--- config.mk ---
export PLATFORM = sky130hd
export DESIGN_NAME = iap_flash_write_unlock
export DESIGN_NICKNAME = d
export VERILOG_FILES = /design/src/pkg/iap_pkg.sv /design/src/verilog/iap_flash_write_unlock.sv
export SDC_FILE = /design/constraint.sdc
export NUM_CORES = 1
export LEC_CHECK = 0
export ABC_AREA = 1
export ABC_CLOCK_PERIOD_IN_PS = 4200
export BUFFER_PORTS_ARGS = -buffer_cell sky130_fd_sc_hd__buf_4
export CORE_MARGIN = 4
export CORE_UTILIZATION = 50
export CTS_CLUSTER_DIAMETER = 100
export DETAILED_ROUTE_END_ITERATION = 12
export GPL_TIMING_DRIVEN = 0
export PLACE_DENSITY = 0.71
export SLEW_MARGIN = 20
export SYNTH_ARGS = -nofsm -noshare
export SYNTH_HDL_FRONTEND = slang
export SYNTH_SLANG_ARGS = --single-unit
--- constraint.sdc ---
create_clock -name clk -period 4.2 [get_ports clk]
set_input_delay 0.42 -clock clk [delete_from_list [all_inputs] [get_ports clk]]
set_output_delay 0.42 -clock clk [all_outputs]
set_load 0.05 [all_outputs]
--- src/pkg/iap_pkg.sv ---
package iap_pkg;
  // Register offsets within data memory sector 1
  localparam logic [7:0] ADDR_CONTROL_MODE   = 8'h43;
  localparam logic [7:0] ADDR_CHIP_RESET     = 8'h44;
  localparam logic [7:0] ADDR_BUFFER_CLEAR   = 8'h45;
  localparam logic [7:0] ADDR_ADDRESS_LOW    = 8'h46;
  localparam logic [7:0] ADDR_ADDRESS_HIGH   = 8'h47;
  localparam logic [7:0] ADDR_WORD0_LOW      = 8'h48;
  localparam logic [7:0] ADDR_WORD0_HIGH     = 8'h49;
  localparam logic [7:0] ADDR_WORD1_LOW      = 8'h4A;
  localparam logic [7:0] ADDR_WORD1_HIGH     = 8'h4B;
  localparam logic [7:0] ADDR_WORD2_LOW      = 8'h4C;
  localparam logic [7:0] ADDR_WORD2_HIGH     = 8'h4D;
  localparam logic [7:0] ADDR_WORD3_LOW      = 8'h4E;
  localparam logic [7:0] ADDR_WORD3_HIGH     = 8'h4F;
  localparam logic [7:0] BYTE_ZERO           = 8'h00;
  localparam logic [7:0] CHIP_RESET_KEY      = 8'h55;

  // Control register bit positions
  localparam int BIT_UNLOCKED  = 7;
  localparam int BIT_MODE_HI   = 6;
  localparam int BIT_MODE_LO   = 4;
  localparam int BIT_PROC_EN   = 3;
  localparam int BIT_WR_START  = 2;
  localparam int BIT_RD_ENABLE = 1;
  localparam int BIT_RD_START  = 0;

  // Operation select codes
  typedef enum logic [2:0] {
    OP_WORD_WRITE  = 3'h0,
    OP_PAGE_ERASE  = 3'h1,
    OP_WORD_READ   = 3'h3,
    OP_UNLOCK_MODE = 3'h6
  } iap_op_type;

  // Unlock pattern, six bytes in write order
  localparam int PATTERN_LEN = 6;
  localparam logic [7:0] UNLOCK_PATTERN [PATTERN_LEN] =
    '{8'h00, 8'h04, 8'h0D, 8'h09, 8'hC3, 8'h40};

  // Unlock timeout
  localparam int UNLOCK_TIMEOUT_US = 300;
  localparam int SUB_CLOCK_HZ      = 32768;
  localparam int UNLOCK_TIMEOUT_SUB_TICKS =
    (UNLOCK_TIMEOUT_US * SUB_CLOCK_HZ) / 1000000;

  // Widths
  localparam int ADDR_WIDTH = 15;
  localparam int PAGE_WIDTH = 9;
  localparam int PAGE_OFFSET_BITS = 6;
endpackage

--- src/verilog/iap_flash_write_unlock.sv ---
// Function
// - First high byte write loads whole word
// - Buffer load increments flash address
// - Word pairs hold low and high bytes
// - Unlock starts a timeout of 9 sub clock ticks (300 us truncated, about 275 us)
// - Timeout counter runs from sub clock
// - Timeout or bad byte aborts, clears enable
// - Correct pattern unlocks, clears enable, sets status
// - Clearing status relocks; writes refused
// - Page erase spans 64 words, low bits ignored
// - Page number is high address and bits 7:6
// - Start bits stall CPU until cleared
// - Mode codes: write, erase, read, unlock
// - Write start cleared by hardware when done
// - First low byte write only stores
// - Writing one to status has no effect
`timescale 1ns/100ps
`default_nettype none
module iap_flash_write_unlock
  import iap_pkg::*;
#(
  parameter int TIMEOUT_TICKS = UNLOCK_TIMEOUT_SUB_TICKS
)(
  input  wire logic                  clk,
  input  wire logic                  sys_rst,
  input  wire logic                  subClockRaw,
  input  wire logic                  regWrite,
  input  wire logic                  regRead,
  input  wire logic [7:0]            regAddr,
  input  wire logic [7:0]            regWriteData,
  output logic      [7:0]            regReadData,
  input  wire logic                  flashOpDone,
  input  wire logic                  bufferClearDone,
  input  wire logic [15:0]           flashReadData,
  output logic      [15:0]           writeBuffer,
  output logic                       writeBufferLoad,
  output logic      [ADDR_WIDTH-1:0] flashAddress,
  output logic      [PAGE_WIDTH-1:0] erasePage,
  output logic      [2:0]            operationSelect,
  output logic                       flashWriteAllowed,
  output logic                       writeStartReq,
  output logic                       readStartReq,
  output logic                       bufferClearReq,
  output logic                       chipResetReq,
  output logic                       cpuStall
);

  ////////////////////////////////////////////////////////////////////////
  // Register decode
  function automatic logic hit(input logic [7:0] a);
    hit = regWrite && (regAddr == a);
  endfunction

  logic [7:0] wordLow  [4];
  logic [7:0] wordHigh [4];
  logic       writeUnlockedStatus;
  logic       unlockProcedureEnable;
  logic       readEnable;
  logic       writeStart;
  logic       readStart;
  logic       bufferClear;
  logic [7:0] chipResetReg;
  logic [7:0] addressLow;
  logic [6:0] addressHigh;

  logic       procActive;
  logic [2:0] patternIndex;
  logic [15:0] timeoutCount;
  logic       subSync1;
  logic       subSync2;
  logic       subPrev;
  logic       subTick;

  ////////////////////////////////////////////////////////////////////////
  // Sub clock synchroniser and rising edge enable
  always_ff @(posedge clk or posedge sys_rst)
  begin
    if (sys_rst)
    begin
      subSync1 <= 1'b0;
      subSync2 <= 1'b0;
      subPrev  <= 1'b0;
    end
    else
    begin
      subSync1 <= subClockRaw;
      subSync2 <= subSync1;
      subPrev  <= subSync2;
    end
  end

  assign subTick = subSync2 && !subPrev;

  ////////////////////////////////////////////////////////////////////////
  // Pattern check signals
  logic       patWrite;
  logic       patGood;
  logic [7:0] patAddr;
  logic       timedOut;
  logic       startProc;
  logic       ctrlWrite;

  assign ctrlWrite = hit(ADDR_CONTROL_MODE);
  assign patAddr   = ADDR_WORD1_LOW + {5'h00, patternIndex};
  assign patWrite  = procActive && regWrite &&
                     (regAddr >= ADDR_WORD1_LOW) &&
                     (regAddr <= ADDR_WORD3_HIGH);
  // Byte must land on the expected register with the expected value
  assign patGood   = (regAddr == patAddr) &&
                     (regWriteData == UNLOCK_PATTERN[patternIndex]);
  assign timedOut  = procActive && subTick &&
                     (timeoutCount >= 16'(TIMEOUT_TICKS - 1));
  assign startProc = ctrlWrite && !procActive &&
                     regWriteData[BIT_PROC_EN] &&
                     (regWriteData[BIT_MODE_HI:BIT_MODE_LO] ==
                      OP_UNLOCK_MODE);

  ////////////////////////////////////////////////////////////////////////
  // Unlock sequencer and timeout counter
  always_ff @(posedge clk or posedge sys_rst)
  begin
    if (sys_rst)
    begin
      procActive   <= 1'b0;
      patternIndex <= 3'h0;
      timeoutCount <= 16'h0000;
    end
    else if (startProc)
    begin
      procActive   <= 1'b1;
      patternIndex <= 3'h0;
      timeoutCount <= 16'h0000;
    end
    else if (procActive)
    begin
      if (timedOut || (patWrite && !patGood))
        procActive <= 1'b0;
      else if (patWrite &&
               patternIndex == 3'(PATTERN_LEN - 1))
        procActive <= 1'b0;
      else if (patWrite)
        patternIndex <= patternIndex + 3'h1;
      if (subTick)
        timeoutCount <= timeoutCount + 16'h0001;
    end
  end

  logic unlockSuccess;
  assign unlockSuccess = procActive && !timedOut && patWrite &&
                         patGood &&
                         (patternIndex == 3'(PATTERN_LEN - 1));

  ////////////////////////////////////////////////////////////////////////
  // Control register
  always_ff @(posedge clk or posedge sys_rst)
  begin
    if (sys_rst)
    begin
      writeUnlockedStatus   <= 1'b0;
      operationSelect       <= 3'h0;
      unlockProcedureEnable <= 1'b0;
      readEnable            <= 1'b0;
    end
    else
    begin
      if (ctrlWrite)
      begin
        operationSelect <= regWriteData[BIT_MODE_HI:BIT_MODE_LO];
        readEnable      <= regWriteData[BIT_RD_ENABLE];
      end
      // Hardware set beats software clear
      if (unlockSuccess)
        writeUnlockedStatus <= 1'b1;
      else if (ctrlWrite && !regWriteData[BIT_UNLOCKED])
        writeUnlockedStatus <= 1'b0;
      // Procedure enable: set by software, cleared on end
      if (procActive && !startProc &&
          (timedOut || (patWrite && !patGood) || unlockSuccess))
        unlockProcedureEnable <= 1'b0;
      else if (ctrlWrite)
        unlockProcedureEnable <= regWriteData[BIT_PROC_EN];
    end
  end

  ////////////////////////////////////////////////////////////////////////
  // Start bits: software sets, hardware clears
  always_ff @(posedge clk or posedge sys_rst)
  begin
    if (sys_rst)
    begin
      writeStart  <= 1'b0;
      readStart   <= 1'b0;
      bufferClear <= 1'b0;
    end
    else
    begin
      if (ctrlWrite && regWriteData[BIT_WR_START] &&
          writeUnlockedStatus)
        writeStart <= 1'b1;
      else if (flashOpDone)
        writeStart <= 1'b0;
      if (ctrlWrite && regWriteData[BIT_RD_START])
        readStart <= 1'b1;
      else if (flashOpDone)
        readStart <= 1'b0;
      if (hit(ADDR_BUFFER_CLEAR) && regWriteData[0])
        bufferClear <= 1'b1;
      else if (bufferClearDone)
        bufferClear <= 1'b0;
    end
  end

  ////////////////////////////////////////////////////////////////////////
  // Address pair with auto increment
  logic [ADDR_WIDTH-1:0] next_address;
  assign next_address = {addressHigh, addressLow} + 15'h0001;

  always_ff @(posedge clk or posedge sys_rst)
  begin
    if (sys_rst)
    begin
      addressLow  <= 8'h00;
      addressHigh <= 7'h00;
    end
    else if (hit(ADDR_WORD0_HIGH))
    begin
      addressLow  <= next_address[7:0];
      addressHigh <= next_address[ADDR_WIDTH-1:8];
    end
    else
    begin
      if (hit(ADDR_ADDRESS_LOW))
        addressLow <= regWriteData;
      if (hit(ADDR_ADDRESS_HIGH))
        addressHigh <= regWriteData[6:0];
    end
  end

  ////////////////////////////////////////////////////////////////////////
  // Data word pairs; read completion fills the first pair
  genvar gi;
  generate
    for (gi = 0; gi < 4; gi++)
    begin : g_word
      always_ff @(posedge clk or posedge sys_rst)
      begin
        if (sys_rst)
        begin
          wordLow[gi]  <= 8'h00;
          wordHigh[gi] <= 8'h00;
        end
        else
        begin
          if (gi == 0 && readStart && flashOpDone)
          begin
            wordLow[gi]  <= flashReadData[7:0];
            wordHigh[gi] <= flashReadData[15:8];
          end
          else
          begin
            if (hit(ADDR_WORD0_LOW + 8'(2 * gi)))
              wordLow[gi] <= regWriteData;
            if (hit(ADDR_WORD0_HIGH + 8'(2 * gi)))
              wordHigh[gi] <= regWriteData;
          end
        end
      end
    end
  endgenerate

  ////////////////////////////////////////////////////////////////////////
  // Write buffer load from the first pair
  always_ff @(posedge clk or posedge sys_rst)
  begin
    if (sys_rst)
    begin
      writeBuffer     <= 16'h0000;
      writeBufferLoad <= 1'b0;
    end
    else
    begin
      writeBufferLoad <= hit(ADDR_WORD0_HIGH);
      if (hit(ADDR_WORD0_HIGH))
        writeBuffer <= {regWriteData, wordLow[0]};
    end
  end

  ////////////////////////////////////////////////////////////////////////
  // Chip reset key register
  always_ff @(posedge clk or posedge sys_rst)
  begin
    if (sys_rst)
      chipResetReg <= 8'h00;
    else if (hit(ADDR_CHIP_RESET))
      chipResetReg <= regWriteData;
  end

  ////////////////////////////////////////////////////////////////////////
  // Outputs
  assign flashAddress      = {addressHigh, addressLow};
  assign erasePage         = {addressHigh,
                              addressLow[7:PAGE_OFFSET_BITS]};
  assign flashWriteAllowed = writeUnlockedStatus;
  assign writeStartReq     = writeStart;
  assign readStartReq      = readStart && readEnable;
  assign bufferClearReq    = bufferClear;
  assign chipResetReq      = (chipResetReg == CHIP_RESET_KEY);
  assign cpuStall          = writeStart || readStart;

  ////////////////////////////////////////////////////////////////////////
  // Read mux; unmapped reads return zero
  always_comb
  begin
    regReadData = BYTE_ZERO;
    if (regRead)
    begin
      case (regAddr)
        ADDR_CONTROL_MODE: regReadData = {writeUnlockedStatus,
                                          operationSelect,
                                          unlockProcedureEnable,
                                          writeStart, readEnable,
                                          readStart};
        ADDR_CHIP_RESET:   regReadData = chipResetReg;
        ADDR_BUFFER_CLEAR: regReadData = {7'h00, bufferClear};
        ADDR_ADDRESS_LOW:  regReadData = addressLow;
        ADDR_ADDRESS_HIGH: regReadData = {1'b0, addressHigh};
        ADDR_WORD0_LOW:    regReadData = wordLow[0];
        ADDR_WORD0_HIGH:   regReadData = wordHigh[0];
        ADDR_WORD1_LOW:    regReadData = wordLow[1];
        ADDR_WORD1_HIGH:   regReadData = wordHigh[1];
        ADDR_WORD2_LOW:    regReadData = wordLow[2];
        ADDR_WORD2_HIGH:   regReadData = wordHigh[2];
        ADDR_WORD3_LOW:    regReadData = wordLow[3];
        ADDR_WORD3_HIGH:   regReadData = wordHigh[3];
        default:           regReadData = BYTE_ZERO;
      endcase
    end
  end

endmodule // iap_flash_write_unlock
`default_nettype wire

==> flow_metrics.tcl, run 1 <==
set metrics [dict create \
    nNetsFinal 1104 \
    ys_types 44 \
    drt_iter0_markers 687 \
    cts-hold-fix-buffers 0 \
    synthTopCellsByArea "dfrtp_1 47%, nand2_1 14%, o21ai_0 6.5%, inv_1 5.0%, nor2_1 4.1%" \
    slew_viol_final 0 \
    grt_first_pass_wirelength_um 34200 \
    start_util_pct 51.8 \
    start_kind "input pin" \
    die-area_um2 16600 \
    worstPathArrival_ns 2.29 \
    hpwl_um 15200 \
    io_buffers 96 \
    power.density_nw_per_um2 428 \
    required_ns 3.78 \
    layout_min_cycle_time_ns 2.71 \
    maxCapViolations 0 \
    syn-num-nets 988 \
    rsz0062_at_grt "no" \
    track_usage_pct 26.7 \
    tns_ns 0 \
    grt_pass1_vias 6530 \
    cts-root-buf "clkbuf_16" \
    fp-row-count 43 \
    status "complete, no violations" \
    fin_crit_sh_pct 64.5 \
    ctsHtreeMaxLevel 4 \
    cts_buffer_depth 2 \
    grt-ovfl-total 0 \
    drive_above_1_share_pct 18.9 \
    antenna_found_initial 0 \
    fmax_mhz 369 \
    cts.sinks 136 \
    setup_violations 0 \
    clk_pin_slew_ns 0.06 \
    clk_latency_ns 0.43 \
    netlist.area_leader.share_pct 46.6 \
    routed_via_density 5.47 \
    num_vias 6849 \
    relSlewSlack_pct 49.9 \
    stdcell_area_um2 8960 \
    yosysTopAreaCell "dfrtp_1" \
    postSynthAreaPerCell_um2 7.75 \
    area_growth_pct 22.8 \
    leakage_nw 4.38 \
    wirelength_um 21500 \
    yosysWarnings 0 \
    ys_seq_elements 136 \
    cts_resized 0 \
    hp-class "input pin to async pin" \
    final_common_cell "nand2_1" \
    dieWidth_um 129 \
    synth-main-ff-cell "dfrtp_1" \
    critPathMaxFanout 10 \
    ir_drop_mv 0.402 \
    end_kind "output pin" \
    cts_setup_buffers 0 \
    core_um2 14100 \
    ant_nets 0 \
    async_flop_share_pct 100 \
    dr.pass1.iters 8 \
    finalHoldViolCount 0 \
    die_h_um 129 \
    pin_count 97 \
    synth-edff-count 0 \
    max_slew.worst_pin.slew_ns 0.751 \
    crit_type "input pin to output pin" \
    drc 0 \
    layout_common_cells "281 x nand2_1, 136 x dfrtp_1, 107 x buf_4" \
    power_mw 3.84 \
    syn_area_um2 7300 \
    dpl_cell_area_um2 8280 \
    cts_buffers 17 \
    yosysSeqAreaShare_pct 46.6 \
    grt_start_max_net_pins 83 \
    cts_tree "built" \
    diodes 0 \
    detail_route.wl_per_cell_um 17.2 \
    gp_congestion 0.918 \
    netlist_instances 942 \
    worst_clock_skew_ns 0.00785 \
]
logic make-up after synthesis:
logic type      synth area share [%]
fa+ha+maj                       1.20
flops                           46.6
xor+xnor                        1.32
buf+inv                         8.19
simple gates                    28.6
compound gates                  14.1
cell usage after synthesis (2+ instances only):
master	count
nand2_1	281
inv_1	98
a21oi_1	21
nand3_1	38
o21ai_0	95
nand4_1	20
o21a_1	2
inv_2	9
nor3b_1	4
o21ai_1	13
xor2_1	7
nand2_2	8
o22ai_1	7
nor2_2	7
o21ai_2	4
nor3_4	5
o211ai_1	10
buf_4	11
buf_6	2
nand2_4	3
xnor2_1	4
nor2_4	6
a21oi_2	2
nor3_1	9
clkbuf_1	12
ha_1	7
nor2_1	79
o2111ai_1	5
dfrtp_1	136
a31oi_1	15
nor4_1	2
buf_2	8
sequential cells by signal, summed over array words and instances (netlist names), 3 cells and up:
| name | flops |
|---|---|
| chipResetReg | 8 |
| addressLow | 8 |
| writeBuffer | 16 |
| operationSelect | 3 |
| timeoutCount | 16 |
| wordLow | 32 |
| patternIndex | 3 |
| addressHigh | 7 |
| wordHigh | 32 |
critical path, cell delays in order:
cell     delay, ns
buf_4         0.11
inv_1         0.04
nand2_1       0.08
nor2_2        0.33
buf_2         0.29
nand4_1       0.22
o22ai_1       0.18
nor2_1        0.06
o21ai_0       0.11
nor2_1        0.12
nor2_1        0.11
buf_4         0.20
per-layer routing:
| metal | vias up | wire (um) | global-route usage, % |
|---|---|---|---|
| met5 | - | 0 | 0 |
| met4 | 0 | 550 | 10.2 |
| met3 | 45 | 1880 | 5.77 |
| met2 | 305 | 9910 | 41.9 |
| met1 | 3191 | 9190 | 36.5 |
| li1 | 3308 | - | - |
power by group:
part / internal [mW] / switching (mW)
combinational: 0.189 / 0.403
clock: 1.13 / 0.604
sequential: 1.41 / 0.0942
total: 2.74 / 1.10
cell type report:
class                      count  area [um^2]
buffer                        33          190
clock buffer                  18          439
clock inverter                14          243
fill                        1241         5130
inverter                     108          415
multi-input combinational    665         3300
sequential                   136         3400
tap                          180          225
timing repair buffer          97          748
metrics by stage:
step / hold slack (ns) / std cells / worst slack (ns) / util (%)
detailed placement: 0.342 / 1219 / 1.52 / 58.8
global route: 0.0890 / 1251 / 1.33 / 63.6
finish: 0.0716 / 1251 / 1.49 / 63.6
global placement: 0.336 / 1218 / -1.54 / 58.5
CTS: 0.0926 / 1251 / 1.52 / 63.6
floorplan: 0.331 / 942 / 0.141 / -
final timing paths:
path,from,slack (ns),end,cells past startpoint
max reg2reg,patternIndex[1],2.27,procActive,11
max in group asynchronous,sys_rst,3.44,addressLow[5],3
min reg2reg,subSync1,0.35,subSync2,0
min,sys_rst,0.07,wordLow[13],2
max,regAddr[7],1.49,regReadData[0],12
min in group clk,subClockRaw,0.10,subSync1,1
Note: power is estimated with default switching activity, not from simulation.
==> inputs of run 2 (changes only) <==
ABC_CLOCK_PERIOD_IN_PS = 2680   (was 4200)
PLACE_DENSITY = 0.69   (was 0.71)
clock period = 2.68 ns   (was 4.2 ns; I/O delays follow)
==> run 2 against run 1 <==
  * Critical endpoint unchanged
  * Highest routed layer unchanged
  * Sequential power up 56%
  * Clock skew fell by 0.0010 ns
  * Sequential share of layout area fell by 0.32 points
  * Combinational power grew 58%
==> flow_metrics.tcl, run 2 (synthesis results as in run 1) <==
set metrics [dict create \
    cts_buffers 17 \
    cts-root-buf "clkbuf_16" \
    critPathMaxFanout 10 \
    cts_tree "built" \
    gp_congestion 0.939 \
    switchingPower_mw 1.73 \
    grt-ovfl-total 0 \
    ant_nets 0 \
    core_um2 14100 \
    maxCapViolations 0 \
    routed_via_density 5.50 \
    diodes 0 \
    power.density_nw_per_um2 655 \
    cts_setup_buffers 0 \
    track_usage_pct 26.8 \
    p_clk_share_pct 44.4 \
    final_cells 1257 \
    cts_buffer_depth 2 \
    grt_pass1_vias 6457 \
    area_growth_pct 23.8 \
    layout_min_cycle_time_ns 2.51 \
    grt_first_pass_wirelength_um 34400 \
    cp_slowest_stage_delay_ns 0.34 \
    drt_iter0_markers 680 \
    finalHoldViolCount 0 \
    max_slew.worst_pin.slew_ns 0.776 \
    die-area_um2 16600 \
    leakage_nw 4.42 \
    clk_latency_ns 0.43 \
    power_mw 5.92 \
    clk_pin_slew_ns 0.06 \
    detail_route.wl_per_cell_um 17.2 \
    pwr-share-comb_pct 15.8 \
    end_kind "output pin" \
    crit_top_cell "nor2_1" \
    grt_start_max_net_pins 34 \
    rsz0062_at_grt "no" \
    die_h_um 129 \
    hpwl_um 15800 \
    num_vias 6913 \
    required_ns 2.41 \
    p_int_mw 4.20 \
    io_buffers 96 \
    switching_share_pct 29.2 \
    crit_type "input pin to output pin" \
    cts.sinks 136 \
    setup_violations 0 \
    ctsHtreeMaxLevel 4 \
    status "complete, no violations" \
    fmax_mhz 399 \
    drc 0 \
    dieWidth_um 129 \
    drive_above_1_share_pct 19.1 \
    relSlewSlack_pct 48.3 \
    worst_clock_skew_ns 0.00683 \
    final_common_cell "nand2_1" \
    hp-class "input pin to flip-flop" \
    fin_crit_sh_pct 93.5 \
    fp-row-count 43 \
    slowest_stage "nor2_2" \
    pin_count 97 \
    antenna_found_initial 0 \
    ir_drop_mv 0.462 \
    dr.pass1.iters 5 \
    start_util_pct 51.8 \
    hold_depth 2 \
    wirelength_um 21600 \
    nNetsFinal 1110 \
    top_regs "wordHigh x32, wordLow x32" \
    layout_common_cells "281 x nand2_1, 136 x dfrtp_1, 107 x buf_4" \
    worstPathArrival_ns 2.24 \
    placed_cells 1223 \
    start_kind "input pin" \
    slew_viol_final 0 \
    r2r_cells 13 \
    p_seq_share_pct 39.8 \
    cp_cell_sequence "buf_4 > inv_1 > nand2_1 > nor2_2 > buf_2 > nand4_1 > o22ai_1 > nor2_1 > o21ai_0 > nor2_1 > nor2_1 > buf_4" \
]
-- run 2: power by group through the flow --
stage               sequential (mW)  clock, mW  combinational [mW]
detailed placement             2.39          0               0.929
floorplan                      2.51          0               0.466
CTS                            2.35       2.66               0.937
global route                   2.37       2.76                1.02
finish                         2.36       2.63               0.934
global placement               2.39          0               0.899
-- run 2: path summary, 6_finish.rpt --
path,startpoint,endpoint,slack (ns)
min reg2reg,subSync1,subSync2,0.36
max in group asynchronous,sys_rst,addressLow[3],1.78
min in group asynchronous,sys_rst,wordLow[1],0.47
max reg2reg,patternIndex[2],procActive,0.74
min,bufferClearDone,bufferClearReq,0.04
max,regAddr[7],regReadData[0],0.17
-- run 2: stage by stage --
step           setup slack [ns]  area, um^2  util, %  TNS, ns  hold slack, ns
2_1_floorplan             0.523        7300        -        0           0.299
3_3_place_gp             -0.218        8250     58.5   -28.36           0.332
3_5_place_dp              0.264        8360     59.3        0           0.340
4_1_cts                   0.253        9040     64.1        0          0.0271
5_1_grt                  0.0962        9040     64.1        0          0.0273
6_report                  0.174        9040     64.1        0          0.0384
-- run 2: final cells by class --
cell class / instances / area, um^2
clock buffers: 17 / 425
flip-flops and latches: 136 / 3400
inverters: 108 / 412
multi-input cells: 665 / 3300
repair buffers: 103 / 848
well taps: 180 / 225
plain buffers: 33 / 190
clock inverters: 15 / 236
fillers: 1260 / 5060
-- run 2: timing repair --
action | CTS | global route
hold endpoints to repair | 61 | 0
hold buffers | 2 | 0
endpoints found under the setup margin | 0 | 0
gates resized for setup | 0 | 0
-- run 2: critical path: cells and delay by family --
family                 cells  cell delay (ns)
AND/OR/NAND/NOR            6             0.94
buffers and inverters      4             0.65
AO/OA/AOI/OAI              2             0.38
-- run 2: metal layers --
layer  GRT usage (%)  vias up  routed length (um)
li1                -     3318                   -
met4            11.3        0                 704
met1            38.0     3269                9540
met3            5.56       48                1610
met2            40.0      278                9710
met5               0        -                   0
